`src/rtl/bbt_map.vh`:
```
/*
 * Register indices, field positions and constants of the bit-block transfer control block.
 * Assumes a 32-bit APB slave where each register index sits at byte address index times four.
 */
`ifndef BBT_MAP_VH
`define BBT_MAP_VH

// Register indices (byte address is index times four).
`define BBT_IDX_CON0     10'h040
`define BBT_IDX_CON1     10'h042
`define BBT_IDX_AFWM     10'h044
`define BBT_IDX_ALWM     10'h046
`define BBT_IDX_SIZE     10'h058
`define BBT_IDX_ADAT     10'h074
`define BBT_IDX_BDAT     10'h076
`define BBT_IDX_STAT     10'h07E
`define BBT_IDX_PTR0     10'h080
`define BBT_IDX_MOD0     10'h084
`define BBT_IDX_CH_MASK  10'h3FC

// Field positions of both control registers.
`define BBT_SH_HI        15
`define BBT_SH_LO        12
`define BBT_ENABLE_SOURCE_A         11
`define BBT_ENABLE_SOURCE_B         10
`define BBT_ENABLE_SOURCE_C         9
`define BBT_USED         8
`define BBT_LF_HI        7
`define BBT_LF_LO        0
`define BBT_EFE          4
`define BBT_IFE          3
`define BBT_FCI          2
`define BBT_DESCENDING_ADDR         1
`define BBT_LINE         0
`define BBT_SIGN         6
`define BBT_SUD          4
`define BBT_SUL          3
`define BBT_AUL          2
`define BBT_SING         1

// Size register fields.
`define BBT_H_HI         15
`define BBT_H_LO         6
`define BBT_W_HI         5
`define BBT_W_LO         0

// Reset values and steps.
`define BBT_RST16        16'h0000
`define BBT_RST18        18'h00000
`define BBT_ONES16       16'hFFFF
`define BBT_WORD_STEP    18'h00002
`define BBT_DOT_MSB      16'h8000

`endif

```
`src/rtl/bbt_blit_ctrl.v`:
```
/*
 * Control, masking, shifting, logic-function and fill datapath of a bit-block transfer engine,
 * with area and line modes, an APB register slave and a two-entry destination write buffer.
 * Assumes a memory read port that answers each request with one rd_ack pulse, and a write
 * sink that accepts a word whenever wr_valid and wr_ready are both high at a rising edge.
 */
// Decided for this implementation: the APB interface to the registers.
`timescale 1ns/10ps
`include "bbt_map.vh"

// How it works
// - Source A's first word of a line, when read from memory, is ANDed with the first mask, last with last.
// - A zero mask bit clears that bit of source A data read from memory; a source A word written over APB is used unmasked.
// - Control-second bit 0 picks area mode (0) or line mode (1).
// - Area mode: control-first bits 15..12 shift source A.
// - Area mode: control-second bits 15..12 shift source B.
// - Control-first bits 11..8 enable sources A, B, C and destination D; line mode always reads C alone and uses only the D bit.
// - Control-first bits 7..0 are the eight minterms combining A, B, C.
// - Area mode: control-second bit 4 exclusive fill, bit 3 inclusive fill.
// - Area mode: control-second bit 2 is the fill carry at each line start.
// - Area mode: control-second bit 1 makes addresses step downward.
// - Line mode: source B data is the texture pattern along the line.
// - Writing the size register (10-bit height, 6-bit width) starts the operation.
// - Area mode: at each line end every enabled channel adds its modulo to its address, or subtracts it when descending.
module bbt_blit_ctrl #(
	parameter AW = 18
) (
	// APB slave.
	input  wire          pclk,
	input  wire          presetn,
	input  wire          psel,
	input  wire          penable,
	input  wire          pwrite,
	input  wire [11:0]   paddr,
	input  wire [31:0]   pwdata,
	output wire [31:0]   prdata,
	output wire          pready,
	output wire          pslverr,
	// Memory read port.
	output wire          rd_req,
	output wire [AW-1:0] rd_addr,
	input  wire          rd_ack,
	input  wire [15:0]   rd_data,
	// Destination write stream.
	output wire          wr_valid,
	input  wire          wr_ready,
	output wire [AW-1:0] wr_addr,
	output wire [15:0]   wr_data,
	// Status.
	output wire          busy
);

	localparam S_IDLE = 3'b000;
	localparam S_RD   = 3'b001;
	localparam S_CALC = 3'b010;
	localparam S_PUSH = 3'b011;
	localparam S_STEP = 3'b100;

	reg  [15:0]   con0_q, con1_q, afwm_q, alwm_q, tex_q, res_q;
	reg  [15:0]   dat_q [0:2];
	reg  [15:0]   prv_q [0:1];
	reg  [AW-1:0] ptr_q [0:3];
	reg  [AW-1:0] mod_q [0:3];
	reg  [2:0]    state_q;
	reg  [1:0]    ch_q;
	reg  [10:0]   lines_q;
	reg  [6:0]    width_q, words_q;
	reg           carry_q, sign_q, drew_q, push_q;
	reg  [3:0]    pos_q;
	reg  [31:0]   prdata_q;
	reg           err_q;
	reg  [AW-1:0] buf_a_q [0:1];
	reg  [15:0]   buf_d_q [0:1];
	reg           bw_q, br_q;
	reg  [1:0]    cnt_q;
	integer       i;

	wire [9:0] idx      = paddr[11:2];
	wire       setup    = psel & ~penable;
	wire       wr_acc   = psel & penable & pwrite;
	wire       line_m   = con1_q[`BBT_LINE];
	wire [3:0] source_a_shift      = con0_q[`BBT_SH_HI:`BBT_SH_LO];
	wire [3:0] source_b_shift      = con1_q[`BBT_SH_HI:`BBT_SH_LO];
	wire [3:0] use_abcd = con0_q[`BBT_ENABLE_SOURCE_A:`BBT_USED];
	wire [7:0] lf       = con0_q[`BBT_LF_HI:`BBT_LF_LO];
	wire       descending_addr     = ~line_m & con1_q[`BBT_DESCENDING_ADDR];
	wire       first_w  = (words_q == width_q);
	wire       last_w   = (words_q == 7'd1);
	wire [2:0] src_en   = line_m ? 3'b100 : {use_abcd[1], use_abcd[2], use_abcd[3]};
	wire       buf_in_rdy = (cnt_q != 2'd2);
	wire       buf_push   = (state_q == S_PUSH) & push_q & buf_in_rdy;
	wire       buf_pop    = wr_valid & wr_ready;

	// Picks the lowest enabled source channel at or after a start index; bit 2 flags a hit.
	function [2:0] pick;
		input [2:0] en;
		input [1:0] from;
		integer k;
		begin
			pick = 3'b000;
			for (k = 2; k >= 0; k = k - 1) begin
				if (en[k] && (k >= from))
					pick = {1'b1, k[1:0]};
			end
		end
	endfunction

	// Barrel shift across the previous and current word of one stream.
	function [15:0] shf;
		input [15:0] cur;
		input [15:0] prv;
		input [3:0]  sh;
		input        dn;
		reg   [31:0] t;
		begin
			t = dn ? ({cur, prv} << sh) : ({prv, cur} >> sh);
			shf = dn ? t[31:16] : t[15:0];
		end
	endfunction

	// Per bit, the minterm indexed by {a,b,c} gives the destination bit.
	function [15:0] minterm;
		input [7:0]  sel;
		input [15:0] a;
		input [15:0] b;
		input [15:0] c;
		integer k;
		begin
			minterm = `BBT_RST16;
			for (k = 0; k < 16; k = k + 1)
				minterm[k] = sel[{a[k], b[k], c[k]}];
		end
	endfunction

	// Fill from bit 0 upward; returns {carry out, filled word}.
	function [16:0] fill;
		input [15:0] d;
		input        cin;
		input        excl;
		reg          c;
		integer      k;
		begin
			c = cin;
			fill = 17'h00000;
			for (k = 0; k < 16; k = k + 1) begin
				if (excl) begin
					c = c ^ d[k];
					fill[k] = c;
				end else begin
					fill[k] = c | d[k];
					c = c ^ d[k];
				end
			end
			fill[16] = c;
		end
	endfunction

	wire [2:0] nxt_rd   = pick(src_en, ch_q + 2'd1);
	wire [2:0] first_rd = pick(src_en, 2'd0);
	wire [15:0] a_mask  = (first_w ? afwm_q : `BBT_ONES16) & (last_w ? alwm_q : `BBT_ONES16);
	wire        fill_on = con1_q[`BBT_EFE] | con1_q[`BBT_IFE];
	wire [15:0] area_m  = minterm(lf, shf(dat_q[0], prv_q[0], source_a_shift, descending_addr), shf(dat_q[1], prv_q[1], source_b_shift, descending_addr), dat_q[2]);
	wire [16:0] area_f  = fill(area_m, carry_q, con1_q[`BBT_EFE]);
	wire [15:0] line_r  = minterm(lf, `BBT_DOT_MSB >> pos_q, {16{tex_q[15]}}, dat_q[2]);

	// Line stepping: the octant bits choose the major axis and both directions.
	wire          maj_h  = con1_q[`BBT_SUD];
	wire          maj_n  = con1_q[`BBT_AUL];
	wire          min_n  = con1_q[`BBT_SUL];
	wire          do_min = ~sign_q;
	wire          mv_h   = maj_h | do_min;
	wire          mv_v   = ~maj_h | do_min;
	wire          h_neg  = maj_h ? maj_n : min_n;
	wire          v_neg  = maj_h ? min_n : maj_n;
	wire [AW-1:0] acc_n  = ptr_q[0] + (do_min ? mod_q[0] : mod_q[1]);
	wire [3:0]    pos_n  = h_neg ? pos_q - 4'd1 : pos_q + 4'd1;
	wire          wrap   = h_neg ? (pos_q == 4'd0) : (pos_q == 4'hF);
	wire [AW-1:0] h_ofs  = (mv_h & wrap) ? (h_neg ? -`BBT_WORD_STEP : `BBT_WORD_STEP) : `BBT_RST18;
	wire [AW-1:0] v_ofs  = mv_v ? (v_neg ? -mod_q[2] : mod_q[2]) : `BBT_RST18;

	////////////////////////////////////////////////////////////////////////////////////////////
	// APB slave: zero wait states, read data loaded in the setup cycle.
	assign pready  = 1'b1;
	assign prdata  = prdata_q;
	assign pslverr = err_q & psel & penable;

	function mapped;
		input [9:0] a;
		begin
			mapped = (a == `BBT_IDX_CON0) || (a == `BBT_IDX_CON1) || (a == `BBT_IDX_AFWM) ||
				(a == `BBT_IDX_ALWM) || (a == `BBT_IDX_SIZE) || (a == `BBT_IDX_ADAT) ||
				(a == `BBT_IDX_BDAT) || (a == `BBT_IDX_STAT) ||
				((a & `BBT_IDX_CH_MASK) == `BBT_IDX_PTR0) || ((a & `BBT_IDX_CH_MASK) == `BBT_IDX_MOD0);
		end
	endfunction

	always @(posedge pclk or negedge presetn) begin
		if (!presetn) begin
			prdata_q <= 32'h00000000;
			err_q    <= 1'b0;
		end else if (setup) begin
			err_q    <= ~mapped(idx);
			prdata_q <= 32'h00000000;
			if (idx == `BBT_IDX_STAT)
				prdata_q <= {31'h00000000, busy};
			else if ((idx & `BBT_IDX_CH_MASK) == `BBT_IDX_PTR0)
				prdata_q <= {{(32-AW){1'b0}}, ptr_q[idx[1:0]]};
		end
	end

	////////////////////////////////////////////////////////////////////////////////////////////
	// Control registers, pointers and the transfer sequencer.
	assign busy    = (state_q != S_IDLE);
	assign rd_req  = (state_q == S_RD);
	assign rd_addr = ptr_q[ch_q];

	always @(posedge pclk or negedge presetn) begin
		if (!presetn) begin
			con0_q  <= `BBT_RST16;
			con1_q  <= `BBT_RST16;
			afwm_q  <= `BBT_RST16;
			alwm_q  <= `BBT_RST16;
			tex_q   <= `BBT_RST16;
			res_q   <= `BBT_RST16;
			state_q <= S_IDLE;
			ch_q    <= 2'd0;
			lines_q <= 11'd0;
			width_q <= 7'd0;
			words_q <= 7'd0;
			carry_q <= 1'b0;
			sign_q  <= 1'b0;
			drew_q  <= 1'b0;
			push_q  <= 1'b0;
			pos_q   <= 4'd0;
			for (i = 0; i < 4; i = i + 1) begin
				ptr_q[i] <= `BBT_RST18;
				mod_q[i] <= `BBT_RST18;
			end
			for (i = 0; i < 3; i = i + 1)
				dat_q[i] <= `BBT_RST16;
			for (i = 0; i < 2; i = i + 1)
				prv_q[i] <= `BBT_RST16;
		end else begin
			if (wr_acc && !busy) begin
				case (idx)
					`BBT_IDX_CON0: con0_q   <= pwdata[15:0];
					`BBT_IDX_CON1: con1_q   <= pwdata[15:0];
					`BBT_IDX_AFWM: afwm_q   <= pwdata[15:0];
					`BBT_IDX_ALWM: alwm_q   <= pwdata[15:0];
					`BBT_IDX_ADAT: dat_q[0] <= pwdata[15:0];
					`BBT_IDX_BDAT: dat_q[1] <= pwdata[15:0];
					default: begin
						if ((idx & `BBT_IDX_CH_MASK) == `BBT_IDX_PTR0)
							ptr_q[idx[1:0]] <= pwdata[AW-1:0];
						if ((idx & `BBT_IDX_CH_MASK) == `BBT_IDX_MOD0)
							mod_q[idx[1:0]] <= pwdata[AW-1:0];
					end
				endcase
			end
			case (state_q)
				S_IDLE: begin
					if (wr_acc && idx == `BBT_IDX_SIZE) begin
						lines_q <= (pwdata[`BBT_H_HI:`BBT_H_LO] == 10'd0) ? 11'h400 :
							{1'b0, pwdata[`BBT_H_HI:`BBT_H_LO]};
						width_q <= (pwdata[`BBT_W_HI:`BBT_W_LO] == 6'd0) ? 7'h40 :
							{1'b0, pwdata[`BBT_W_HI:`BBT_W_LO]};
						words_q <= (pwdata[`BBT_W_HI:`BBT_W_LO] == 6'd0) ? 7'h40 :
							{1'b0, pwdata[`BBT_W_HI:`BBT_W_LO]};
						carry_q <= con1_q[`BBT_FCI];
						sign_q  <= con1_q[`BBT_SIGN];
						pos_q   <= con0_q[`BBT_SH_HI:`BBT_SH_LO];
						tex_q   <= dat_q[1];
						drew_q  <= 1'b0;
						prv_q[0] <= `BBT_RST16;
						prv_q[1] <= `BBT_RST16;
						ch_q    <= first_rd[1:0];
						state_q <= first_rd[2] ? S_RD : S_CALC;
					end
				end
				S_RD: begin
					if (rd_ack) begin
						if (ch_q == 2'd0) begin
							dat_q[0] <= rd_data & a_mask;
							prv_q[0] <= dat_q[0];
						end else if (ch_q == 2'd1) begin
							dat_q[1] <= rd_data;
							prv_q[1] <= dat_q[1];
						end else
							dat_q[2] <= rd_data;
						ch_q    <= nxt_rd[1:0];
						state_q <= nxt_rd[2] ? S_RD : S_CALC;
					end
				end
				S_CALC: begin
					if (line_m) begin
						res_q  <= line_r;
						push_q <= use_abcd[0] & ~(con1_q[`BBT_SING] & drew_q);
						drew_q <= 1'b1;
					end else begin
						res_q   <= fill_on ? area_f[15:0] : area_m;
						carry_q <= area_f[16];
						push_q  <= use_abcd[0];
					end
					state_q <= S_PUSH;
				end
				S_PUSH: begin
					if (buf_in_rdy || !push_q)
						state_q <= S_STEP;
				end
				S_STEP: begin
					if (line_m) begin
						ptr_q[0] <= acc_n;
						sign_q   <= acc_n[AW-1];
						tex_q    <= {tex_q[14:0], tex_q[15]};
						if (mv_h)
							pos_q <= pos_n;
						if (mv_v)
							drew_q <= 1'b0;
						ptr_q[2] <= ptr_q[2] + h_ofs + v_ofs;
						ptr_q[3] <= ptr_q[3] + h_ofs + v_ofs;
						lines_q  <= lines_q - 11'd1;
					end else begin
						for (i = 0; i < 4; i = i + 1) begin
							if (use_abcd[3-i]) begin
								if (descending_addr)
									ptr_q[i] <= ptr_q[i] - `BBT_WORD_STEP - (last_w ? mod_q[i] : `BBT_RST18);
								else
									ptr_q[i] <= ptr_q[i] + `BBT_WORD_STEP + (last_w ? mod_q[i] : `BBT_RST18);
							end
						end
						if (last_w) begin
							words_q  <= width_q;
							lines_q  <= lines_q - 11'd1;
							carry_q  <= con1_q[`BBT_FCI];
							prv_q[0] <= `BBT_RST16;
							prv_q[1] <= `BBT_RST16;
						end else
							words_q <= words_q - 7'd1;
					end
					ch_q <= first_rd[1:0];
					if ((line_m || last_w) && lines_q == 11'd1)
						state_q <= S_IDLE;
					else
						state_q <= first_rd[2] ? S_RD : S_CALC;
				end
				default: state_q <= S_IDLE;
			endcase
		end
	end

	////////////////////////////////////////////////////////////////////////////////////////////
	// Two-entry destination buffer; once both entries are full, a stalled sink holds the sequencer in S_PUSH.
	assign wr_valid = (cnt_q != 2'd0);
	assign wr_addr  = buf_a_q[br_q];
	assign wr_data  = buf_d_q[br_q];

	always @(posedge pclk or negedge presetn) begin
		if (!presetn) begin
			bw_q  <= 1'b0;
			br_q  <= 1'b0;
			cnt_q <= 2'd0;
			for (i = 0; i < 2; i = i + 1) begin
				buf_a_q[i] <= `BBT_RST18;
				buf_d_q[i] <= `BBT_RST16;
			end
		end else begin
			if (buf_push) begin
				buf_a_q[bw_q] <= ptr_q[3];
				buf_d_q[bw_q] <= res_q;
				bw_q          <= ~bw_q;
			end
			if (buf_pop)
				br_q <= ~br_q;
			if (buf_push && !buf_pop)
				cnt_q <= cnt_q + 2'd1;
			else if (buf_pop && !buf_push)
				cnt_q <= cnt_q - 2'd1;
		end
	end

endmodule // bbt_blit_ctrl

```
`config.mk`:
```
export PLATFORM = sky130hd
export DESIGN_NAME = bbt_blit_ctrl
export DESIGN_NICKNAME = d
export VERILOG_FILES = /design/src/rtl/bbt_blit_ctrl.v
export VERILOG_INCLUDE_DIRS = /design/src /design/src/rtl
export SDC_FILE = /design/constraint.sdc
export NUM_CORES = 2
export LEC_CHECK = 0
export ABC_AREA = 1
export BUFFER_PORTS_ARGS = -buffer_cell sky130_fd_sc_hd__buf_2
export CAP_MARGIN = 30
export CORE_MARGIN = 4
export CORE_UTILIZATION = 25
export DETAILED_ROUTE_END_ITERATION = 10
export PLACE_DENSITY = 0.49
export RECOVER_POWER = 100
export SETUP_SLACK_MARGIN = 0.15
export SLEW_MARGIN = 20
export SYNTH_ARGS = -nofsm -noshare
export SYNTH_HDL_FRONTEND = slang
export SYNTH_SLANG_ARGS = --single-unit
```
`constraint.sdc`:
```
create_clock -name pclk -period 8.12 [get_ports pclk]
set_input_delay 1.624 -clock pclk [delete_from_list [all_inputs] [get_ports pclk]]
set_output_delay 1.624 -clock pclk [all_outputs]
set_load 0.01 [all_outputs]
```
==> Yosys cells after proc, flatten, opt, wreduce, memory -nomap -nowiden <==
Cells that the tools add are included.
W data, S select, Z words.
{ "classes": {"muxes": 207, "n_reduce_logical": 54, "add_sub_neg": 29, "n_lt_le_gt_ge": 41, "n_bitwise": 64, "n_eq_ne": 34, "n_shift": 5} }
{ "ops": {"columns": ["cell", "n"], "rows": [
  ["$mux W18", 30],
  ["$mux W16", 20],
  ["$mux W72", 4],
  ["$mux W32", 8],
  ["$add A18 B18 Y18", 9],
  ["$bwmux W72", 2],
  ["$lt A3 B4 Y1 const B", 32],
  ["$bmux W1 S3", 32],
  ["$mux W48", 2],
  ["$pmux W32 S3", 1],
  ["$eq A10 B7 Y1 const B", 8],
  ["$add A18 B2 Y18 const B", 4],
  ["$bmux W18 S2", 2],
  ["$sub A18 B18 Y18", 4],
  ["$sub A18 B2 Y18 const B", 4],
  ["$shl A32 B4 Y32", 2],
  ["$shr A32 B4 Y32", 2],
  ["$mux W1", 62],
  ["$mux W11", 4],
  ["$bwmux W36", 1],
  ["$demux W18 S2", 1],
  ["$mux W36", 1],
  ["$and A16 B16 Y16", 2],
  ["$bwmux W32", 1],
  ["other kinds (63)", 196]
]} }
{ "totals": {"out_inout_bits": 89, "register_bits": 463, "word_cells": 472, "in_bits": 67} }

==> Depth between registers and ports, before layout <==
{ "depth": {"ltp_word": 25, "ltp_mapped": 49, "mapped_depth_nobuf": 47} }

==> Least setup slack after synthesis <==
No wires, ideal clock.
{ "synth_timing": {"path_kind": "flip-flop to flip-flop", "startpoint": "register con1_q[12]", "endpoint": "register res_q[15]", "period_less_slack_ns": 6.706, "arrival_ns": 6.584, "n_path_buf": 2, "setup_ns": 0.121, "t_required_ns": 7.999, "path_stages_with_launch": 48, "path_slack_ns": 1.414, "cell_sequence": "dfrtp_1 buf_2 inv_2 buf_2 nand2_1 nand3_1 nand3_1 nand3_1 nand3_1 nand2_1 nand2_1 nand3_1 nand2_1 ha_1 inv_1 ha_1 inv_1 ha_1 [12 not listed] inv_1 ha_1 inv_1 ha_1 inv_1 ha_1 inv_1 ha_1 inv_1 ha_1 inv_1 ha_1 inv_1 ha_1 o21ai_0 nand2_1 nand2_1 nand2_1"} }
{ "synth_between": {"elab_chain_len": 24, "elab_cells_between_ends": 56, "classes_between": "2 x shift; 37 x mux; 17 x bitwise"} }
{ "synth_lines": {"columns": ["element", "line_no", "text"], "rows": [
  ["start, declared", "bbt_blit_ctrl.v:59", "reg [15:0] con0_q, con1_q, afwm_q, alwm_q, tex_q, res_q;"],
  ["start signal, assigned", "bbt_blit_ctrl.v:220", "con1_q <= `BBT_RST16;"],
  ["start signal, assigned", "bbt_blit_ctrl.v:247", "`BBT_IDX_CON1: con1_q <= pwdata[15:0];"],
  ["$shr A32 B4 Y32 or $shl A32 B4 Y32 (tied branches)", "bbt_blit_ctrl.v:116", "t = dn ? ({cur, prv} << sh) : ({prv, cur} >> sh);"],
  ["$mux W32 (*)", "bbt_blit_ctrl.v:116", null],
  ["$mux W16 (*)", "bbt_blit_ctrl.v:117", "shf = dn ? t[31:16] : t[15:0];"],
  ["$bmux W1 S3", "bbt_blit_ctrl.v:131", "minterm[k] = sel[{a[k], b[k], c[k]}];"],
  ["$mux W1 (implied by the code)", "bbt_blit_ctrl.v:131", null],
  ["$xor A1 B1 Y1 (15 in a row)", "bbt_blit_ctrl.v:147, bbt_blit_ctrl.v:151", null],
  ["$or A1 B1 Y1 or $xor A1 B1 Y1 (tied branches)", "bbt_blit_ctrl.v:150, bbt_blit_ctrl.v:147", null],
  ["$mux W1", "bbt_blit_ctrl.v:146", "if (excl) begin"],
  ["$mux W16 (*)", "bbt_blit_ctrl.v:300", "res_q <= fill_on ? area_f[15:0] : area_m;"],
  ["$mux W16 (*)", "bbt_blit_ctrl.v:295", "if (line_m) begin"],
  ["end signal, assigned", "bbt_blit_ctrl.v:224", "res_q <= `BBT_RST16;"],
  ["end signal, assigned", "bbt_blit_ctrl.v:296", "res_q <= line_r;"],
  ["end signal, assigned", "bbt_blit_ctrl.v:300", null],
  ["end, declared", "bbt_blit_ctrl.v:59", null]
]} }
Mark *: on every way between the ends. The rest lies on a longest branch, timed or not. The select of a mux whose other input is x is not followed.
A chain may end at the register's enable or synchronous reset.

==> Final worst setup path <==
{ "layout_timing": {"startpoint": "register con1_q[4]", "endpoint": "register ptr_q[15] in the netlist's numbering"} }
{ "layout_between": {"elab_chain_len": 8, "elab_cells_between_ends": 15, "classes_between": "2 x add/sub; 9 x mux; 4 x bitwise"} }
{ "layout_lines": {"columns": ["element", "line_no", "text"], "rows": [
  ["$mux W1", "bbt_blit_ctrl.v:173", "wire h_neg = maj_h ? maj_n : min_n;"],
  ["$mux W1", "bbt_blit_ctrl.v:177", "wire wrap = h_neg ? (pos_q == 4'd0) : (pos_q == 4'hF);"],
  ["$and A1 B1 Y1", "bbt_blit_ctrl.v:178", "wire [AW-1:0] h_ofs = (mv_h & wrap) ? (h_neg ? -`BBT_WORD_STEP : `BBT_WORD_STEP) : `BBT_RST18;"],
  ["$mux W18 (no line)", null, null],
  ["$add A18 B18 Y18", "bbt_blit_ctrl.v:320", "ptr_q[3] <= ptr_q[3] + h_ofs + v_ofs;"],
  ["$add A18 B18 Y18 (*)", "bbt_blit_ctrl.v:320", null],
  ["$mux W36 (*)", "bbt_blit_ctrl.v:311", "if (line_m) begin"],
  ["$mux W72 (*)", "bbt_blit_ctrl.v:260", "case (state_q)"],
  ["end signal, assigned by index", "bbt_blit_ctrl.v:254", "ptr_q[idx[1:0]] <= pwdata[AW-1:0];"],
  ["end signal, assigned by index", "bbt_blit_ctrl.v:326", "ptr_q[i] <= ptr_q[i] - `BBT_WORD_STEP - (last_w ? mod_q[i] : `BBT_RST18);"],
  ["end signal, assigned by index", "bbt_blit_ctrl.v:328", "ptr_q[i] <= ptr_q[i] + `BBT_WORD_STEP + (last_w ? mod_q[i] : `BBT_RST18);"],
  ["end, declared", "bbt_blit_ctrl.v:62", "reg [AW-1:0] ptr_q [0:3];"]
]} }
Mark *: on every way between the ends. The rest lies on a longest branch, timed or not.

==> impl_metrics.tcl <==
set metrics [dict create \
    cp_slowest_cell "sky130_fd_sc_hd__nor2_1" \
    place.detailed.hpwl_mm 150 \
    grt_pass1_wl_mm 281 \
    grt_start_max_net_pins 157 \
    ant_nets 0 \
    crit_path_end_kind "flop" \
    design.core.area_um2 168000 \
    synthToLayoutAreaGrowth_pct 11.8 \
    synth_compound_gate_area_share 0.183 \
    hp-class "flop to flop" \
    width_of_the_die_um 419 \
    layout_setup_ws_ns 0.526 \
    cts_hold_buffers 0 \
    transition_time_of_the_tightest_slew_check_pin_ns 3.48 \
    htree_levels 2 \
    synth_edf_count 0 \
    post_synth_num_cell_types 61 \
    cts_buffers 59 \
    asyncSetResetFlopFracSynth 1.00 \
    drt-vias-per-instance 5.12 \
    row_count 150 \
    timing.max_slew.rel_slack -1.32 \
    first_global_vias 41709 \
    drv_cap 15 \
    dominant_combinational_cell_family_by_area_after_synthesis "simple AND/OR/NAND/NOR gates" \
    syn_area_um2 42200 \
    seq_area_um2 11100 \
    grt_use_total 0.213 \
    fraction_of_synthesized_cell_area_taken_by_the_top_area_cell_type 0.262 \
    power_leakage_nw 22.7 \
    power.density_nw_per_um2 189 \
    layout_cells_sized_above_1 0.0456 \
    placer_congestion 0.946 \
    post_synth_fa_ha_maj_area_fraction 0.122 \
    critical_path.n_buffers_inverters 4 \
    postSynth.topFlopCell "sky130_fd_sc_hd__dfrtp_1" \
    synth-seq-cells 443 \
    antenna_violations_before_repair 20 \
    place_worst_setup_slack_ns 0.560 \
    synth.yosys.seq_area_share 0.262 \
    post-route-period-util 0.935 \
    worstSkewPairLatency_ns 0.71 \
    multi_input_comb_area_um2 26700 \
    syn-mean-instance-area_um2 6.46 \
    final_core_util 0.282 \
    synth_warnings 0 \
    timing.critical_path.from_type "flop" \
    numClockSinks 443 \
    finalSetupTns_ns 0 \
    finalPower_w 0.00894 \
    p_sw_w 0.00378 \
    synth_top_cells_by_count "1660 x sky130_fd_sc_hd__nand2_1, 899 x sky130_fd_sc_hd__nand3_1, 789 x sky130_fd_sc_hd__inv_1" \
    num-fill-cells 18799 \
    setup_viol 0 \
    wl_mm 194 \
    finalCriticalPeriod_ns 7.59 \
    worstHoldPathCells 2 \
    post_synth_main_area_contributors "sky130_fd_sc_hd__dfrtp_1 26%, sky130_fd_sc_hd__nand2_1 15%, sky130_fd_sc_hd__nand3_1 11%" \
    avgRoutedWirePerCell_um 22.1 \
    routed-via-count 44981 \
    globalRouteOverflowTotal 0 \
    final-hold-violation-count 0 \
    cp_data_arrival_time_ns 8.15 \
    share_seq_of_total_power 0.310 \
    required_time_of_the_critical_path_ns 8.67 \
    run_status "complete, but fails checks" \
    clock_power_share 0.322 \
    dr.pass1.iters 8 \
    worst_r2r_path_depth 19 \
    numPortBuffers 124 \
    top_cell_type_by_total_area_after_synthesis "sky130_fd_sc_hd__dfrtp_1" \
    drcViolationCount 0 \
    cts_tree "done" \
    critPathMostFrequentCell "sky130_fd_sc_hd__nand2_1" \
    die_height_um 419 \
    synth_xor_xnor_area_share 0.0129 \
    timing.setup.critical_path_class "flop to flop" \
    die_outline_area_um2 176000 \
    clkTransAtPathRegs_ns 0.06 \
    cpPeakStageDelay_ns 1.84 \
    start_util 0.252 \
    post-synth-top-count-cell "sky130_fd_sc_hd__nand2_1" \
    fmaxAchievable_ghz 0.132 \
    synthSimpleGateAreaFrac 0.313 \
    timing.hold.ws_ns 0.481 \
    ir_drop_v 0.000201 \
    sw_frac_of_total 0.423 \
    worstPathMaxFanout 33 \
    violations_in_the_final_reports "capacitance limit, slew limit" \
    drt-initial-drc-count 4393 \
    rsz0062_at_grt "no" \
    clock_path_buffers 3 \
    cts_root_buf "sky130_fd_sc_hd__clkbuf_16" \
    p_comb_frac 0.368 \
    cp_cell_sequence "nor2_1 -> a21oi_1 -> nand4_1 -> inv_1 -> clkbuf_1 -> fa_1 -> inv_1 -> fa_1 -> nand3b_1 -> nand2_1 -> inv_1 -> o21ai_0 -> nand3_1 -> nand2_1 -> a21oi_1 -> o21ai_0 -> nand2_1 -> nand2_1 -> nand2_1" \
    nNetsFinal 6979 \
    synthMuxAreaShare 0 \
    post_synth_inst_count 6536 \
    design.portCount 156 \
    internal_power_w 0.00516 \
    timing_max_transition_violations_final 617 \
    path_delay_family "simple AND/OR/NAND/NOR gates" \
    timing.clock.skew_ns 0.0651 \
    worstSetupPathDepth 19 \
]
==> worst reg2reg max path, stage by stage, from the launching register on <==
cell,delay [ns]
sky130_fd_sc_hd__dfrtp_1,0.47
sky130_fd_sc_hd__nor2_1,1.84
sky130_fd_sc_hd__a21oi_1,0.53
sky130_fd_sc_hd__nand4_1,0.78
sky130_fd_sc_hd__inv_1,0.51
sky130_fd_sc_hd__clkbuf_1,0.71
sky130_fd_sc_hd__fa_1,0.78
sky130_fd_sc_hd__inv_1,0.06
sky130_fd_sc_hd__fa_1,0.40
sky130_fd_sc_hd__nand3b_1,0.17
sky130_fd_sc_hd__nand2_1,0.16
sky130_fd_sc_hd__inv_1,0.05
sky130_fd_sc_hd__o21ai_0,0.30
sky130_fd_sc_hd__nand3_1,0.12
sky130_fd_sc_hd__nand2_1,0.12
sky130_fd_sc_hd__a21oi_1,0.07
sky130_fd_sc_hd__o21ai_0,0.17
sky130_fd_sc_hd__nand2_1,0.07
sky130_fd_sc_hd__nand2_1,0.05
sky130_fd_sc_hd__nand2_1,0.06
==> worst paths after layout <==
| check | to | slack [ns] | from |
|---|---|---|---|
| worst min-delay path | buf_d_q[20]$_DFFE_PN0P_ | 0.48 | buf_d_q[20]$_DFFE_PN0P_ |
| worst max register to register | ptr_q[15]$_DFF_PN0_ | 0.53 | con1_q[4]$_DFFE_PN0P_ |
| min in group asynchronous | buf_a_q[14]$_DFFE_PN0P_ | 2.12 | presetn |
| worst min register to register | buf_d_q[20]$_DFFE_PN0P_ | 0.48 | buf_d_q[20]$_DFFE_PN0P_ |
| max in group asynchronous | prdata[16]$_DFFE_PN0P_ | 1.37 | presetn |
| worst max-delay path | ptr_q[15]$_DFF_PN0_ | 0.53 | con1_q[4]$_DFFE_PN0P_ |
==> metrics by stage <==
stage,cell area (µm²),instances
after global routing,47200,8778
after floorplan,42300,6549
after CTS,47300,8766
after detailed placement,45200,8656
final,47200,8782
after global placement,45200,8654
==> what timing repair did <==
| action | 4_1_cts | 5_1_grt |
|---|---|---|
| endpoints found under the setup margin | 0 | 2 |
| buffers inserted | 0 | 1 |
| resized for setup | 0 | 10 |
| endpoints found under the hold margin | 0 | 0 |
==> layout make-up <==
class,count,area share
antenna,4,0.000212
sequential,443,0.235
timing repair buffer,246,0.0324
inverter,807,0.0644
clock buffer,79,0.0360
tap,2204,0.0584
clock inverter,31,0.00896
multi-input combinational,4968,0.565
==> registers in the layout (all words and copies together) (netlist names), 4 cells and up <==
name     flops
mod_q       72
ptr_q       72
dat_q       48
buf_a_q     36
buf_d_q     32
prv_q       32
prdata      18
afwm_q      16
alwm_q      16
con0_q      16
res_q       16
tex_q       16
lines_q     11
con1_q      10
width_q      7
words_q      7
pos_q        4
==> kinds of logic after synthesis <==
kind of cell / Yosys count
simple gates: 3115
compound gates: 1389
buf+inv: 1138
flops: 443
fa+ha+maj: 387
xor+xnor: 62
other cells: 2
==> power by group through the flow <==
| stage | Clock [W] | Combinational [W] | Sequential (W) |
|---|---|---|---|
| after floorplan | 0 | 0.00224 | 0.00263 |
| after CTS | 0.00295 | 0.00329 | 0.00277 |
| after global placement | 0 | 0.00328 | 0.00281 |
| after detailed placement | 0 | 0.00327 | 0.00281 |
| after global routing | 0.00301 | 0.00370 | 0.00281 |
| final | 0.00288 | 0.00329 | 0.00278 |
==> cell usage in the layout, fill, tap and decap left out, drive strengths merged, types with 16 or more instances in the layout <==
cell / synthesis / final
nor3: 57 / 57
or2: 19 / 19
o211ai: 60 / 60
clkbuf: 198 / 183
a221oi: 16 / 16
o221ai: 24 / 24
o21bai: 33 / 33
clkinv: 5 / 22
a21o: 17 / 17
a22oi: 22 / 22
ha: 343 / 343
dfrtp: 443 / 443
buf: 133 / 142
o22ai: 38 / 38
nand3b: 16 / 16
a21oi: 402 / 402
inv: 802 / 800
nor2: 420 / 420
xor2: 39 / 39
o21ai: 710 / 710
nand3: 899 / 899
nand4: 24 / 24
xnor2: 23 / 23
fa: 44 / 44
nand2: 1664 / 1664
==> layer usage <==
metal / global-route usage / share of wire
met4: 0.0869 / 0.048
met5: 0 / 0
met3: 0.0283 / 0.061
met1: 0.280 / 0.43
met2: 0.351 / 0.46
Power figures use the tool's default switching activity.
